$ cat src/shared/usbhfe_map.vh
/*
 * Constants of the dual host frame and event logic: register offsets,
 * field positions, reset values and frame timing counts.
 * Assumes a 16-bit register port with full byte addresses and a 100 MHz core clock.
 */
`ifndef USBHFE_MAP_VH
`define USBHFE_MAP_VH

// register byte addresses, first host instance
`define USBHFE_H1_COUNT_DIFF 16'hC088
`define USBHFE_H1_TARGET_ADDR 16'hC088
`define USBHFE_H1_EVENT_ENABLE 16'hC08C
`define USBHFE_H1_EVENT_STATUS 16'hC090
`define USBHFE_H1_FRAME_RELOAD 16'hC092
`define USBHFE_H1_FRAME_LIVE 16'hC094
`define USBHFE_H1_NEXT_FRAME 16'hC096
// register byte addresses, second host instance
`define USBHFE_H2_COUNT_DIFF 16'hC0A8
`define USBHFE_H2_TARGET_ADDR 16'hC0A8
`define USBHFE_H2_EVENT_ENABLE 16'hC0AC
`define USBHFE_H2_EVENT_STATUS 16'hC0B0
`define USBHFE_H2_FRAME_RELOAD 16'hC0B2
`define USBHFE_H2_FRAME_LIVE 16'hC0B4
`define USBHFE_H2_NEXT_FRAME 16'hC0B6

// event enable and status bit positions
`define USBHFE_BIT_VBUS 15
`define USBHFE_BIT_ID 14
`define USBHFE_BIT_FRAME 9
`define USBHFE_BIT_WAKE 6
`define USBHFE_BIT_CONN 4
`define USBHFE_BIT_SE0 2
`define USBHFE_BIT_DONE 0

// implemented enable and flag bits per instance
`define USBHFE_H1_EVENT_MASK 16'hC251
`define USBHFE_H2_EVENT_MASK 16'h0251

// count difference forcing on overflow
`define USBHFE_OVF_FORCE 6'h3F

// reset values
`define USBHFE_RELOAD_RESET 14'h2EE0
`define USBHFE_FRAME_RESET 11'h000
`define USBHFE_ADDR_RESET 7'h00

// frame timer rate: core clock and timer tick, both in MHz
`define USBHFE_CORE_MHZ 7'd100
`define USBHFE_TICK_MHZ 7'd12

`endif

$ cat src/hdl/usbhfe_host_regs.v
/*
 * Host side register logic of two host instances, the second without OTG events: count
 * difference of the last received packet, target device address, event
 * flags with enables, frame timer and next frame number.
 * Assumes a synchronous 16-bit register port (one-cycle read and write
 * strobes) and event inputs already synchronous to the core clock.
 */
`timescale 1ns/10ps
`include "usbhfe_map.vh"

module usbhfe_host_regs (
   input wire clock,
   input wire reset_n,
   input wire [15:0] reg_addr,
   input wire reg_wr,
   input wire reg_rd,
   input wire [15:0] reg_wdata,
   output reg [15:0] reg_rdata_q,
   output reg reg_rvalid_q,
   input wire vbus_above_threshold,
   input wire otg_id_level,
   input wire [1:0] line_single_ended_zero_state,
   input wire [1:0] remote_wake,
   input wire [1:0] transfer_done,
   input wire [1:0] sof_sent,
   input wire [1:0] rx_packet_done,
   input wire [10:0] rx_length_h1,
   input wire [10:0] rx_length_h2,
   input wire [9:0] transfer_count_h1,
   input wire [9:0] transfer_count_h2,
   output reg [6:0] target_addr_h1_q,
   output reg [6:0] target_addr_h2_q,
   output reg [1:0] length_exception_q,
   output reg [1:0] overflow_q,
   output reg [1:0] underflow_q,
   output reg [1:0] sof_due_q,
   output reg [1:0] host_irq_q
);

   localparam SEL_RESULT = 3'd0;
   localparam SEL_ENABLE = 3'd1;
   localparam SEL_STATUS = 3'd2;
   localparam SEL_RELOAD = 3'd3;
   localparam SEL_LIVE = 3'd4;
   localparam SEL_FRAME = 3'd5;

   // per instance storage, index 0 is the first host
   reg [15:0] count_diff_q [0:1];
   reg [15:0] enable_q [0:1];
   reg [15:0] flags_q [0:1];
   reg [13:0] reload_q [0:1];
   reg [10:0] frame_q [0:1];
   reg [1:0] se0_q;
   reg [1:0] se0_prev_q;
   reg vbus_q;
   reg vbus_prev_q;
   reg id_q;
   reg id_prev_q;
   reg armed_q;
   wire [13:0] live_count [0:1];
   wire [1:0] expire;
   wire [4:0] dec;
   wire hit;
   wire inst;
   wire [2:0] sel;
   reg [15:0] event_set [0:1];
   reg [15:0] rdata_d;
   integer i;

   // address decode: bit 4 hit, bit 3 instance, bits 2:0 register select
   function [4:0] decode;
      input [15:0] addr;
      begin
         case (addr)
            `USBHFE_H1_COUNT_DIFF: decode = {1'b1, 1'b0, SEL_RESULT};
            `USBHFE_H1_EVENT_ENABLE: decode = {1'b1, 1'b0, SEL_ENABLE};
            `USBHFE_H1_EVENT_STATUS: decode = {1'b1, 1'b0, SEL_STATUS};
            `USBHFE_H1_FRAME_RELOAD: decode = {1'b1, 1'b0, SEL_RELOAD};
            `USBHFE_H1_FRAME_LIVE: decode = {1'b1, 1'b0, SEL_LIVE};
            `USBHFE_H1_NEXT_FRAME: decode = {1'b1, 1'b0, SEL_FRAME};
            `USBHFE_H2_COUNT_DIFF: decode = {1'b1, 1'b1, SEL_RESULT};
            `USBHFE_H2_EVENT_ENABLE: decode = {1'b1, 1'b1, SEL_ENABLE};
            `USBHFE_H2_EVENT_STATUS: decode = {1'b1, 1'b1, SEL_STATUS};
            `USBHFE_H2_FRAME_RELOAD: decode = {1'b1, 1'b1, SEL_RELOAD};
            `USBHFE_H2_FRAME_LIVE: decode = {1'b1, 1'b1, SEL_LIVE};
            `USBHFE_H2_NEXT_FRAME: decode = {1'b1, 1'b1, SEL_FRAME};
            default: decode = 5'h00;
         endcase
      end
   endfunction

   // implemented event bits of an instance; the second has no OTG bits
   function [15:0] event_mask;
      input idx;
      begin
         event_mask = idx ? `USBHFE_H2_EVENT_MASK : `USBHFE_H1_EVENT_MASK;
      end
   endfunction

   // count difference: programmed count minus received length
   function [15:0] count_diff;
      input [9:0] prog;
      input [10:0] rxlen;
      reg [15:0] diff;
      begin
         diff = {6'h00, prog} - {5'h00, rxlen};
         if ({1'b0, prog} < rxlen)
            diff[15:10] = `USBHFE_OVF_FORCE;
         count_diff = diff;
      end
   endfunction

   assign dec = decode(reg_addr);
   assign hit = dec[4];
   assign inst = dec[3];
   assign sel = dec[2:0];

   usbhfe_frame_timer u_timer_h1 (
      .clock(clock),
      .reset_n(reset_n),
      .reload_value(reload_q[0]),
      .count_q(live_count[0]),
      .expire_q(expire[0])
   );

   usbhfe_frame_timer u_timer_h2 (
      .clock(clock),
      .reset_n(reset_n),
      .reload_value(reload_q[1]),
      .count_q(live_count[1]),
      .expire_q(expire[1])
   );

   // sampled line levels for edge detection; reset loads both stages with the
   // live level, so a level already high at reset never looks like an edge
   always @(posedge clock) begin
      if (!reset_n) begin
         se0_q <= line_single_ended_zero_state;
         se0_prev_q <= line_single_ended_zero_state;
         vbus_q <= vbus_above_threshold;
         vbus_prev_q <= vbus_above_threshold;
         id_q <= otg_id_level;
         id_prev_q <= otg_id_level;
         armed_q <= 1'b0;
      end else begin
         se0_q <= line_single_ended_zero_state;
         se0_prev_q <= se0_q;
         vbus_q <= vbus_above_threshold;
         vbus_prev_q <= vbus_q;
         id_q <= otg_id_level;
         id_prev_q <= id_q;
         armed_q <= 1'b1;
      end
   end

   // hardware events per instance, one-cycle set requests
   always @* begin
      for (i = 0; i < 2; i = i + 1) begin
         event_set[i] = 16'h0000;
         event_set[i][`USBHFE_BIT_FRAME] = expire[i];
         event_set[i][`USBHFE_BIT_WAKE] = remote_wake[i];
         event_set[i][`USBHFE_BIT_CONN] = armed_q && (se0_q[i] != se0_prev_q[i]);
         event_set[i][`USBHFE_BIT_DONE] = transfer_done[i];
      end
      event_set[0][`USBHFE_BIT_VBUS] = armed_q && (vbus_q != vbus_prev_q);
      event_set[0][`USBHFE_BIT_ID] = armed_q && (id_q != id_prev_q);
   end

   // event flags: sticky, set wins over a same-cycle clear
   always @(posedge clock) begin
      if (!reset_n) begin
         flags_q[0] <= 16'h0000;
         flags_q[1] <= 16'h0000;
      end else begin
         for (i = 0; i < 2; i = i + 1) begin
            if (reg_wr && hit && sel == SEL_STATUS && inst == i[0])
               flags_q[i] <= ((flags_q[i] & ~reg_wdata) | event_set[i]) & event_mask(i[0]);
            else
               flags_q[i] <= (flags_q[i] | event_set[i]) & event_mask(i[0]);
         end
      end
   end

   // event enables; unimplemented bits stay zero
   always @(posedge clock) begin
      if (!reset_n) begin
         enable_q[0] <= 16'h0000;
         enable_q[1] <= 16'h0000;
      end else begin
         for (i = 0; i < 2; i = i + 1) begin
            if (reg_wr && hit && sel == SEL_ENABLE && inst == i[0])
               enable_q[i] <= reg_wdata & event_mask(i[0]);
         end
      end
   end

   // interrupt request per instance, registered
   always @(posedge clock) begin
      if (!reset_n) begin
         host_irq_q <= 2'b00;
      end else begin
         for (i = 0; i < 2; i = i + 1) begin
            host_irq_q[i] <= |(flags_q[i] & enable_q[i]);
         end
      end
   end

   // target device address, write-only at the count difference offset
   always @(posedge clock) begin
      if (!reset_n) begin
         target_addr_h1_q <= `USBHFE_ADDR_RESET;
         target_addr_h2_q <= `USBHFE_ADDR_RESET;
      end else if (reg_wr && hit && sel == SEL_RESULT) begin
         if (inst)
            target_addr_h2_q <= reg_wdata[6:0];
         else
            target_addr_h1_q <= reg_wdata[6:0];
      end
   end

   // received packet length check, updated once per received packet
   always @(posedge clock) begin
      if (!reset_n) begin
         count_diff_q[0] <= 16'h0000;
         count_diff_q[1] <= 16'h0000;
         length_exception_q <= 2'b00;
         overflow_q <= 2'b00;
         underflow_q <= 2'b00;
      end else begin
         if (rx_packet_done[0]) begin
            count_diff_q[0] <= count_diff(transfer_count_h1, rx_length_h1);
            length_exception_q[0] <= {1'b0, transfer_count_h1} != rx_length_h1;
            overflow_q[0] <= {1'b0, transfer_count_h1} < rx_length_h1;
            underflow_q[0] <= {1'b0, transfer_count_h1} > rx_length_h1;
         end
         if (rx_packet_done[1]) begin
            count_diff_q[1] <= count_diff(transfer_count_h2, rx_length_h2);
            length_exception_q[1] <= {1'b0, transfer_count_h2} != rx_length_h2;
            overflow_q[1] <= {1'b0, transfer_count_h2} < rx_length_h2;
            underflow_q[1] <= {1'b0, transfer_count_h2} > rx_length_h2;
         end
      end
   end

   // frame reload value and next frame number
   always @(posedge clock) begin
      if (!reset_n) begin
         reload_q[0] <= `USBHFE_RELOAD_RESET;
         reload_q[1] <= `USBHFE_RELOAD_RESET;
         frame_q[0] <= `USBHFE_FRAME_RESET;
         frame_q[1] <= `USBHFE_FRAME_RESET;
      end else begin
         for (i = 0; i < 2; i = i + 1) begin
            if (reg_wr && hit && sel == SEL_RELOAD && inst == i[0]) begin
               reload_q[i] <= reg_wdata[13:0];
               frame_q[i] <= `USBHFE_FRAME_RESET;
            end else if (sof_sent[i]) begin
               frame_q[i] <= frame_q[i] + 11'h001;
            end
         end
      end
   end

   // frame start request toward the transmitter follows timer expiry
   always @(posedge clock) begin
      if (!reset_n)
         sof_due_q <= 2'b00;
      else
         sof_due_q <= expire;
   end

   // read data select; unmapped addresses read zero
   always @* begin
      rdata_d = 16'h0000;
      if (hit) begin
         case (sel)
            SEL_RESULT: rdata_d = count_diff_q[inst];
            SEL_ENABLE: rdata_d = enable_q[inst];
            SEL_STATUS: begin
               rdata_d = flags_q[inst];
               rdata_d[`USBHFE_BIT_SE0] = se0_q[inst];
            end
            SEL_RELOAD: rdata_d = {2'b00, reload_q[inst]};
            SEL_LIVE: rdata_d = {2'b00, live_count[inst]};
            SEL_FRAME: rdata_d = {5'h00, frame_q[inst]};
            default: rdata_d = 16'h0000;
         endcase
      end
   end

   // read answer registered one cycle after the strobe
   always @(posedge clock) begin
      if (!reset_n) begin
         reg_rdata_q <= 16'h0000;
         reg_rvalid_q <= 1'b0;
      end else begin
         reg_rvalid_q <= reg_rd;
         if (reg_rd)
            reg_rdata_q <= rdata_d;
      end
   end

endmodule

$ cat src/hdl/usbhfe_frame_timer.v
/*
 * Frame down counter of one host instance, with its own 12 MHz tick
 * drawn from the core clock by a fractional accumulator.
 * Assumes the reload value is held stable by the register logic around it.
 */
`timescale 1ns/10ps
`include "usbhfe_map.vh"

module usbhfe_frame_timer (
   input wire clock,
   input wire reset_n,
   input wire [13:0] reload_value,
   output reg [13:0] count_q,
   output reg expire_q
);

   reg [6:0] acc_q;
   reg [6:0] acc_d;
   reg tick_d;
   reg [13:0] count_d;

   // tick generator: adds the tick rate each core cycle, wraps at the core rate;
   // jitter of one core cycle per tick is traded for not needing a 12 MHz clock
   always @* begin
      acc_d = acc_q + `USBHFE_TICK_MHZ;
      tick_d = 1'b0;
      if (acc_d >= `USBHFE_CORE_MHZ) begin
         acc_d = acc_d - `USBHFE_CORE_MHZ;
         tick_d = 1'b1;
      end
   end

   // down counter next value
   always @* begin
      count_d = count_q;
      if (tick_d) begin
         if (count_q == 14'h0000)
            count_d = reload_value;
         else
            count_d = count_q - 14'h0001;
      end
   end

   // counter, accumulator and expiry pulse
   always @(posedge clock) begin
      if (!reset_n) begin
         acc_q <= 7'h00;
         count_q <= `USBHFE_RELOAD_RESET;
         expire_q <= 1'b0;
      end else begin
         acc_q <= acc_d;
         count_q <= count_d;
         expire_q <= tick_d && (count_q == 14'h0000);
      end
   end

endmodule

$ cat config.mk
export PLATFORM = sky130hd
export DESIGN_NAME = usbhfe_host_regs
export DESIGN_NICKNAME = d
export VERILOG_FILES = /design/src/hdl/usbhfe_host_regs.v /design/src/hdl/usbhfe_frame_timer.v
export VERILOG_INCLUDE_DIRS = /design/src /design/src/shared
export SDC_FILE = /design/constraint.sdc
export NUM_CORES = 1
export LEC_CHECK = 0
export ABC_AREA = 1
export BUFFER_PORTS_ARGS = -buffer_cell sky130_fd_sc_hd__clkbuf_2
export CAP_MARGIN = 20
export CORE_ASPECT_RATIO = 1.5
export CORE_MARGIN = 10
export CORE_UTILIZATION = 38
export CTS_BUF_LIST = sky130_fd_sc_hd__clkbuf_8
export DETAILED_ROUTE_END_ITERATION = 8
export GPL_ROUTABILITY_DRIVEN = 0
export GPL_TIMING_DRIVEN = 0
export PLACE_DENSITY = 0.66
export SETUP_SLACK_MARGIN = 0.05
export SLEW_MARGIN = 20
export SYNTH_ARGS = -nofsm -noshare
export SYNTH_HDL_FRONTEND = slang
export SYNTH_SLANG_ARGS = --single-unit
$ cat constraint.sdc
create_clock -name clock -period 2.3 [get_ports clock]
set_input_delay 0.115 -clock clock [delete_from_list [all_inputs] [get_ports clock]]
set_output_delay 0.115 -clock clock [all_outputs]
set_load 0.005 [all_outputs]
# Yosys cells after proc, flatten, opt, wreduce, memory -nomap -nowiden
# Memories as Yosys holds them, arrays and structs flattened.
# Cells that the tools add are included.
dict set report totals {
  reg_bits 94
  mem_bits_rw 106
  input_bits 90
  output_inout_bits 41
  elab_cells 197
  n_memories 5
}
dict set report classes {
  add_sub_neg 10
  magnitude_cmp 8
  n_eq_ne 23
  muxes 77
  n_bitwise 25
  n_reduce_logical 24
}
# name depth width rd rd_clocked_by_memory_dff write_ports line
set memory_table {}
lappend memory_table {count_diff_q 2 16 1 0 2 usbhfe_host_regs.v:48} ;# reg [15:0] count_diff_q [0:1];
lappend memory_table {reload_q 2 14 3 0 2 usbhfe_host_regs.v:51} ;# reg [13:0] reload_q [0:1];
lappend memory_table {frame_q 2 11 3 0 2 usbhfe_host_regs.v:52} ;# reg [10:0] frame_q [0:1];
lappend memory_table {enable_q 2 6 3 0 2 usbhfe_host_regs.v:49} ;# reg [15:0] enable_q [0:1];
lappend memory_table {flags_q 2 6 3 0 2 usbhfe_host_regs.v:50} ;# reg [15:0] flags_q [0:1];
# operator n
set ops {}
lappend ops {{$eq A16 B16 Y1 const B} 12}
lappend ops {{$mux W14} 7}
lappend ops {{$pmux W16 S6} 1}
lappend ops {{$mux W6} 12}
lappend ops {{$pmux W5 S12} 1}
lappend ops {{$and A16 B16 Y16} 3}
lappend ops {{$mux W16} 3}
lappend ops {{$mux W1} 46}
lappend ops {{$mux W11} 4}
lappend ops {{$or A16 B16 Y16} 2}
lappend ops {{$reduce_or A16 Y1} 2}
lappend ops {{$logic_not A14 Y1} 2}
lappend ops {{$sub A14 B1 Y14 const B} 2}
lappend ops {{$sub A10 B11 Y12} 2}
lappend ops {{$add A11 B1 Y11 const B} 2}
lappend ops {{$gt A10 B11 Y1} 2}
lappend ops {{$lt A10 B11 Y1} 2}
lappend ops {{$ne A10 B11 Y1} 2}
lappend ops {{$or A10 B10 Y10} 2}
lappend ops {{$logic_and A1 B1 Y1} 17}
lappend ops {{$not A16 Y16} 1}
lappend ops {{$add A7 B4 Y7 const B} 2}
lappend ops {{$ge A7 B7 Y1 const B} 2}
lappend ops {{$mux W7} 2}
lappend ops {{other kinds (14)} 34}

# Logic depth before layout (Yosys ltp)
# Gate-level depths: netlist of the first run.
dict set report depth {
  depth_word 10
  depth_mapped 16
  depth_no_buf 15
}

# Cells and area by module
# A second synthesis of the first run with hierarchy kept.
dict set report hier_totals {
  cells_unflattened 1493
  area_unflattened_um2 10789.1
}
# mod instances cells_each area_each_um2 seq_area_each_um2
set modules_own_cells {}
lappend modules_own_cells {usbhfe_host_regs 1 1029 7946.4 3823.7}
lappend modules_own_cells {usbhfe_frame_timer 2 232 1421.4 400.4}

# Worst setup path after synthesis of the first run
# Ideal clock, no wire load.
dict set report synth_timing {
  path_type {input to register}
  start {in reg_addr[11]}
  end {mem frame_q[0][0] (enable)}
  setup_ns 0.346
  arrival_time_ns 1.829
  t_required_ns 1.954
  path_slack_ns 0.125
  path_stages 11
  path_buffers 1
  path_cell_list {nor2_1 > nand2_2 > nor2_8 > nand3_1 > inv_1 > nand2_4 > inv_2 > buf_6 > a31oi_2 > inv_1 > or2_1}
}
# element line
set synth_rtl {}
lappend synth_rtl {{start: declaration} usbhfe_host_regs.v:14} ;# input wire [15:0] reg_addr,
lappend synth_rtl {{end: declaration} usbhfe_host_regs.v:52}

# Worst setup path in the final report of the first run
dict set report layout_timing {
  start {reg u_timer_h1.acc_q[2]}
  end {reg u_timer_h1.count_q[9]}
}
dict set report layout_between {
  elab_chain_cells 3
}
# element line
set layout_rtl {}
lappend layout_rtl {{start: declaration} usbhfe_frame_timer.v:17} ;# reg [6:0] acc_q;
lappend layout_rtl {{start signal: assignment} usbhfe_frame_timer.v:47} ;# acc_q <= 7'h00;
lappend layout_rtl {{start signal: assignment} usbhfe_frame_timer.v:51} ;# acc_q <= acc_d;
lappend layout_rtl {{$add A7 B4 Y7 (no line)} n/a}
lappend layout_rtl {{$ge A7 B7 Y1 (no line)} n/a}
lappend layout_rtl {{$mux W1} usbhfe_frame_timer.v:27} ;# if (acc_d >= `USBHFE_CORE_MHZ) begin
lappend layout_rtl {{end signal: assignment} usbhfe_frame_timer.v:48} ;# count_q <= `USBHFE_RELOAD_RESET;
lappend layout_rtl {{end signal: assignment} usbhfe_frame_timer.v:52} ;# count_q <= count_d;
lappend layout_rtl {{end: declaration} usbhfe_frame_timer.v:13} ;# output reg [13:0] count_q,
# No other way between the ends.
# A chain may end at the register's enable or synchronous reset.

==> results of run 1 <==
==> per-stage QoR <==
step	util	setup TNS, ns	instances	area [um2]
after global routing	0.459	0	1882	12200
after global placement	0.428	-11.94	1812	11400
after CTS	0.454	0	1872	12100
final	0.459	0	1882	12200
after detailed placement	0.428	-14.43	1812	11400
after floorplan	-	0	1346	10300
==> kinds of logic (layout without fill, tap and decap cells) <==
group | after synthesis | after routing | synth area share
simple gates | 619 | 619 | 0.258
compound gates | 269 | 269 | 0.145
buf+inv | 199 | 397 | 0.0775
flops | 184 | 184 | 0.450
xor+xnor | 33 | 33 | 0.0282
fa+ha+maj | 32 | 32 | 0.0405
other cells | 1 | 11 | 0.000365
==> sequential cells by signal, summed over array words and instances (netlist names), 5 cells and up <==
register	count
u_timer_h2.acc_q	5
target_addr_h1_q	7
u_timer_h1.acc_q	5
target_addr_h2_q	7
u_timer_h2.count_q	14
reload_q	28
flags_q	10
reg_rdata_q	16
frame_q	22
count_diff_q	24
enable_q	10
u_timer_h1.count_q	14
==> Yosys cell counts, types with 4 or more instances <==
library cell | count | area [um2]
nand3_1 | 51 | 255
a31oi_1 | 7 | 43.8
nand4_1 | 9 | 56.3
o21ai_1 | 13 | 65.1
nor2_1 | 145 | 544
nor3b_1 | 5 | 37.5
ha_1 | 30 | 375
xnor2_1 | 9 | 78.8
a21oi_1 | 111 | 556
xor2_1 | 24 | 210
a211oi_1 | 6 | 45.0
or2_1 | 4 | 25.0
or2_2 | 5 | 31.3
buf_2 | 11 | 55.1
inv_2 | 7 | 26.3
nor3_1 | 23 | 115
o211ai_1 | 14 | 105
clkbuf_1 | 21 | 78.8
nand2_2 | 6 | 37.5
o21ai_0 | 96 | 480
inv_1 | 148 | 556
edfxtp_1 | 94 | 2820
dfxtp_1 | 90 | 1800
nor2_2 | 4 | 25.0
nand2_1 | 347 | 1300
==> final cells by class <==
class                           instances  area share
Tap cell                              337      0.0345
Timing Repair Buffer                  166      0.0814
Clock buffer                           17      0.0192
Multi-Input combinational cell        963       0.404
Clock inverter                         15      0.0147
Antenna cell                            1    0.000205
Inverter                              158      0.0490
Sequential cell                       184       0.379
Buffer                                 41      0.0175
==> layer usage <==
layer  vias up  track usage  wire [um]
met4         0       0.0987       1480
li1       4797            -          -
met1      4430        0.189      11900
met3        82       0.0293       1770
met2       367        0.335      16900
met5         -            0          0
==> critical path, stage by stage (launching register included) <==
cell,delay [ns]
dfxtp_2,0.35
inv_1,0.09
ha_2,0.22
xnor2_2,0.16
nor3_2,0.16
inv_1,0.06
or2_2,0.31
nand3_4,0.12
inv_2,0.09
buf_4,0.19
o211ai_1,0.10
o211ai_1,0.11
==> repair_timing <==
item,in CTS,in global routing
hold buffers,28,0
resized for setup,5,23
hold endpoints to repair,46,0
setup endpoints to repair,23,43
buffers inserted,0,9
pin swaps,0,3
==> how the worst min path moves through the flow <==
| stage | startpoint | to | slack [ns] |
|---|---|---|---|
| CTS | reg_wdata[9] | reload_q[0][9]$_DFFE_PP_ | 0.008 |
| finish | sof_sent[0] | frame_q[0][2]$_SDFFCE_PN0P_ | 0.03 |
| detailed placement | line_single_ended_zero_state[1] | se0_q[1]$_DFF_P_ | 0.24 |
| floorplan | reset_n | armed_q$_DFF_P_ | 0.14 |
| global placement | line_single_ended_zero_state[1] | se0_q[1]$_DFF_P_ | 0.23 |
| global route | sof_sent[0] | frame_q[0][2]$_SDFFCE_PN0P_ | 0.03 |
==> power by group <==
group	total, mW	switching (mW)	leakage (nW)	internal, mW
sequential	3.78	0.135	1.70	3.64
combinational	0.971	0.597	3.65	0.374
clock	2.31	1.22	0.209	1.08
total	7.06	1.95	5.56	5.10
==> results_dict.tcl, run 1 <==
set metrics [dict create \
    run_status "finished, violations left" \
    violations "DRC" \
    multi_input_area_mm2 0.00494 \
    start_kind "register" \
    io_buffers 129 \
    initial_core_util 0.386 \
    tightest_slew_ns 0.850 \
    post-place-ws_ns -0.630 \
    grt_pass1_wl_mm 50.2 \
    htreeDepth 4 \
    drive_gt1_frac 0.157 \
    ys_ff_latch 184 \
    power_density_mw_per_mm2 578 \
    clk_pin_slew_ns 0.10 \
    rsz0062_at_grt "no" \
    arrival_ns 2.45 \
    ant_nets 0 \
    avgSynthCellArea_um2 7.68 \
    grt_overflow 0 \
    vias_per_cell 5.14 \
    grt_max_degree 18 \
    synth.distinct_cells 57 \
    fp-row-count 73 \
    ys_async_sr_fraction 0 \
    drt_wl_total_mm 32.0 \
    hp-class "in -> reg" \
    crit-reg2reg-launch "u_timer_h1.acc_q[2]$_SDFFE_PN0P_" \
    worstRegToRegCells 11 \
    yosysWarnings 0 \
    critical_path_class "reg -> reg" \
    cts_tree "built" \
    rrSetupSlack_ns 0.16 \
    dp.final_hpwl_mm 25.2 \
    total_power_mw 7.06 \
    hold_ws_ns 0.0256 \
    postSynthCellCount 1337 \
    final_nets 1653 \
    layout_commonest_cell "nand2_1" \
    max_freq_mhz 468 \
    num_vias 9676 \
    regArea_mm2 0.00463 \
    cts_root_buf "clkbuf_8" \
    die_y_um 221 \
    core_area_mm2 0.0266 \
    seq_area_frac_synth 0.450 \
    drc 1 \
    peakVddDrop_mv 0.370 \
    worstPathMaxFanout 10 \
    slew_headroom 0.427 \
    netlist_area_mm2 0.0103 \
    die_area_mm2 0.0341 \
    required_ns 2.61 \
    dr.pass1.iters 8 \
    max_cap_viol_count 0 \
    synth_edf_count 94 \
    cts_buffer_depth 2 \
    critPathCapture "u_timer_h1.count_q[9]$_SDFFE_PN1N_" \
    die_w_um 154 \
    fillCellCount 2616 \
    finalSetupViolCount 0 \
    grtUsageTotal 0.181 \
    post-route-min-period_ns 2.14 \
    yosys_most_used_dff "edfxtp_1" \
    cts_made_buffers 17 \
    wire_per_inst_um 17.0 \
    antenna_found_initial 1 \
    power.leakage_nw 5.56 \
    io_pins 131 \
    critPathLaunch "u_timer_h1.acc_q[2]$_SDFFE_PN0P_" \
    maxSlewViolCount 0 \
    critPathCaptureType "register" \
    area_growth_pct 18.9 \
    finalCritPeriodShare 0.929 \
    skew_ns 0.0187 \
    fin_ws_ns 0.164 \
    first_iter_violations 713 \
    worstHoldPathCells 3 \
    numClockSinks 184 \
    grt_pass1_vias 9690 \
    hold_viol_final 0 \
    layout_common_cells "346 x nand2_1, 148 x inv_1, 142 x nor2_1" \
    clock_latency_ns 0.48 \
    r2r_end "u_timer_h1.count_q[9]$_SDFFE_PN1N_" \
]
Power figures use the tool's default switching activity.
==> inputs of run 2 (changes only) <==
- REMOVE_ABC_BUFFERS: not set -> 1
==> results_dict.tcl, run 2 (synthesis results as in run 1) <==
set metrics [dict create \
    start_kind "register" \
    comb_power_share 0.139 \
    drive_gt1_frac 0.154 \
    power_density_mw_per_mm2 567 \
    p_seq_frac 0.548 \
    layout_common_cells "344 x nand2_1, 146 x inv_1, 142 x nor2_1" \
    antenna_found_initial 1 \
    grt_pass1_wl_mm 47.8 \
    cts_tree "built" \
    grtUsageTotal 0.172 \
    critical_path.slowest_cell "dfxtp_2" \
    worstHoldPathCells 4 \
    ant_nets 0 \
    largest_register_ffs 28 \
    clock_latency_ns 0.50 \
    switching_power_mw 1.90 \
    cts_buffer_depth 2 \
    post-route-min-period_ns 2.19 \
    num_vias 9379 \
    crit-reg2reg-launch "u_timer_h2.acc_q[2]$_SDFFE_PN0P_" \
    maxSlewViolCount 0 \
    arrival_ns 2.58 \
    critical_path_class "reg -> reg" \
    area_growth_pct 17.9 \
    io_pins 131 \
    cts_root_buf "clkbuf_8" \
    grt_overflow 0 \
    layout_commonest_cell "nand2_1" \
    fillCellCount 2623 \
    first_iter_violations 625 \
    regArea_mm2 0.00463 \
    core_area_mm2 0.0266 \
    rsz0062_at_grt "yes" \
    hold_start "rx_length_h2[10]" \
    hp-class "in -> reg" \
    grt_max_degree 59 \
    finalSetupViolCount 0 \
    hold_viol_final 0 \
    top_register "reload_q" \
    cp_num_buf_inv 3 \
    final_nets 1624 \
    dpl-instance-area_mm2 0.0112 \
    tightest_slew_ns 0.938 \
    reg_top3 "reload_q: 28 flops, count_diff_q: 24 flops, frame_q: 22 flops" \
    p_clk_frac 0.313 \
    peakVddDrop_mv 0.349 \
    swShare 0.276 \
    drt_wl_total_mm 29.7 \
    rrSetupSlack_ns 0.11 \
    r2r_end "u_timer_h2.count_q[12]$_SDFFE_PN0N_" \
    dr.pass1.iters 5 \
    fp-row-count 73 \
    post-route-cell-area_mm2 0.0121 \
    grt_pass1_vias 9544 \
    skew_ns 0.0189 \
    clk_pin_slew_ns 0.09 \
    die_area_mm2 0.0341 \
    max_cap_viol_count 0 \
    dp.final_hpwl_mm 22.0 \
    power.leakage_nw 5.50 \
    die_w_um 154 \
    p_int_mw 4.97 \
    wire_per_inst_um 16.1 \
    required_ns 2.69 \
    slew_headroom 0.368 \
    multi_input_area_mm2 0.00493 \
    worstPathMaxFanout 4 \
    die_y_um 221 \
    htreeDepth 4 \
    numClockSinks 184 \
    cts_made_buffers 17 \
    hold_ws_ns 0.0273 \
    initial_core_util 0.386 \
    run_status "complete, no violations" \
    critPathCaptureType "register" \
    max_freq_mhz 457 \
    critPathLaunch "u_timer_h2.acc_q[2]$_SDFFE_PN0P_" \
    crit_family "simple AND/OR/NAND/NOR gates" \
    slowest_delay_ns 0.36 \
    path_cells "inv_1 -> ha_2 -> inv_1 -> nand3_1 -> xnor2_2 -> nand2_2 -> nor2_4 -> clkinvlp_4 -> nor2_2 -> nand3_1 -> o21ai_0 -> a21oi_1" \
    vias_per_cell 5.06 \
    drc 0 \
    worstRegToRegCells 12 \
    finalCritPeriodShare 0.951 \
    io_buffers 130 \
    min_to "underflow_q[1]$_SDFFE_PN0P_" \
]
-- run 2: changes by cell type in the layout (fill, tap and decap cells not counted), sizes merged --
cell,change
clkinv,+4
inv,-4
dlygate4sd3,+1
buf,-13
clkinvlp,+2
bufinv,-1
clkbuf,-18
-- run 2: worst max-delay path by stage --
stage	to	slack, ns	cells past startpoint
floorplan	frame_q[1][0]$_SDFFCE_PN0P_	-0.51	9
global placement	frame_q[0][2]$_SDFFCE_PN0P_	-2.25	5
detailed placement	u_timer_h2.count_q[12]$_SDFFE_PN0N_	-0.95	12
CTS	u_timer_h2.count_q[12]$_SDFFE_PN0N_	0.01	12
global route	u_timer_h2.count_q[12]$_SDFFE_PN0N_	-0.02	12
finish	u_timer_h2.count_q[12]$_SDFFE_PN0N_	0.11	12
-- run 2: layout make-up --
cell class | count | share of cell area
clock buffer | 17 | 0.0193
sequential | 184 | 0.382
tap | 337 | 0.0348
multi-input combinational | 963 | 0.408
antenna | 1 | 0.000207
clock inverter | 15 | 0.0115
timing repair inverter | 1 | 0.000620
timing repair buffer | 177 | 0.0927
inverter | 158 | 0.0512
-- run 2: what timing repair did --
item	CTS	global route
setup endpoints to repair	67	61
pin swaps	1	4
cloned	1	0
hold endpoints to repair	57	0
setup buffers	6	9
hold buffers	29	0
gates resized for setup	10	19
-- run 2: power groups by stage --
stage	Sequential, mW	Combinational [mW]	Clock, mW
after floorplan	3.80	0.583	0
after global placement	3.83	0.864	0
after detailed placement	3.84	0.888	0
after CTS	3.76	0.947	2.20
after global routing	3.79	1.09	2.31
final	3.76	0.957	2.15
-- run 2: per-layer routing --
| metal | vias up | wire length [um] | track usage | share of wire |
|---|---|---|---|---|
| met5 | - | 0 | 0 | 0 |
| met4 | 0 | 1260 | 0.0902 | 0.042 |
| met3 | 70 | 1650 | 0.0412 | 0.055 |
| met2 | 260 | 15800 | 0.318 | 0.53 |
| met1 | 4313 | 11100 | 0.172 | 0.37 |
| li1 | 4736 | - | - | - |
-- run 2: per-stage QoR --
stage / util / TNS, ns / setup slack, ns / cells / power [mW]
after detailed placement: 0.423 / -56.27 / -0.953 / 1775 / 4.72
after global placement: 0.420 / -285.07 / -2.25 / 1772 / 4.70
after global routing: 0.455 / -0.0227 / -0.0227 / 1853 / 7.18
after floorplan: - / -22.50 / -0.514 / 1305 / 4.38
final: 0.455 / 0 / 0.114 / 1853 / 6.87
after CTS: 0.451 / 0 / 0.00993 / 1843 / 6.91
-- run 2: worst reg2reg max path, stage by stage, from the launching register on --
cell        delay [ns]
dfxtp_2           0.36
inv_1             0.08
ha_2              0.20
inv_1             0.07
nand3_1           0.10
xnor2_2           0.24
nand2_2           0.11
nor2_4            0.14
clkinvlp_4        0.18
nor2_2            0.22
nand3_1           0.13
o21ai_0           0.18
a21oi_1           0.05
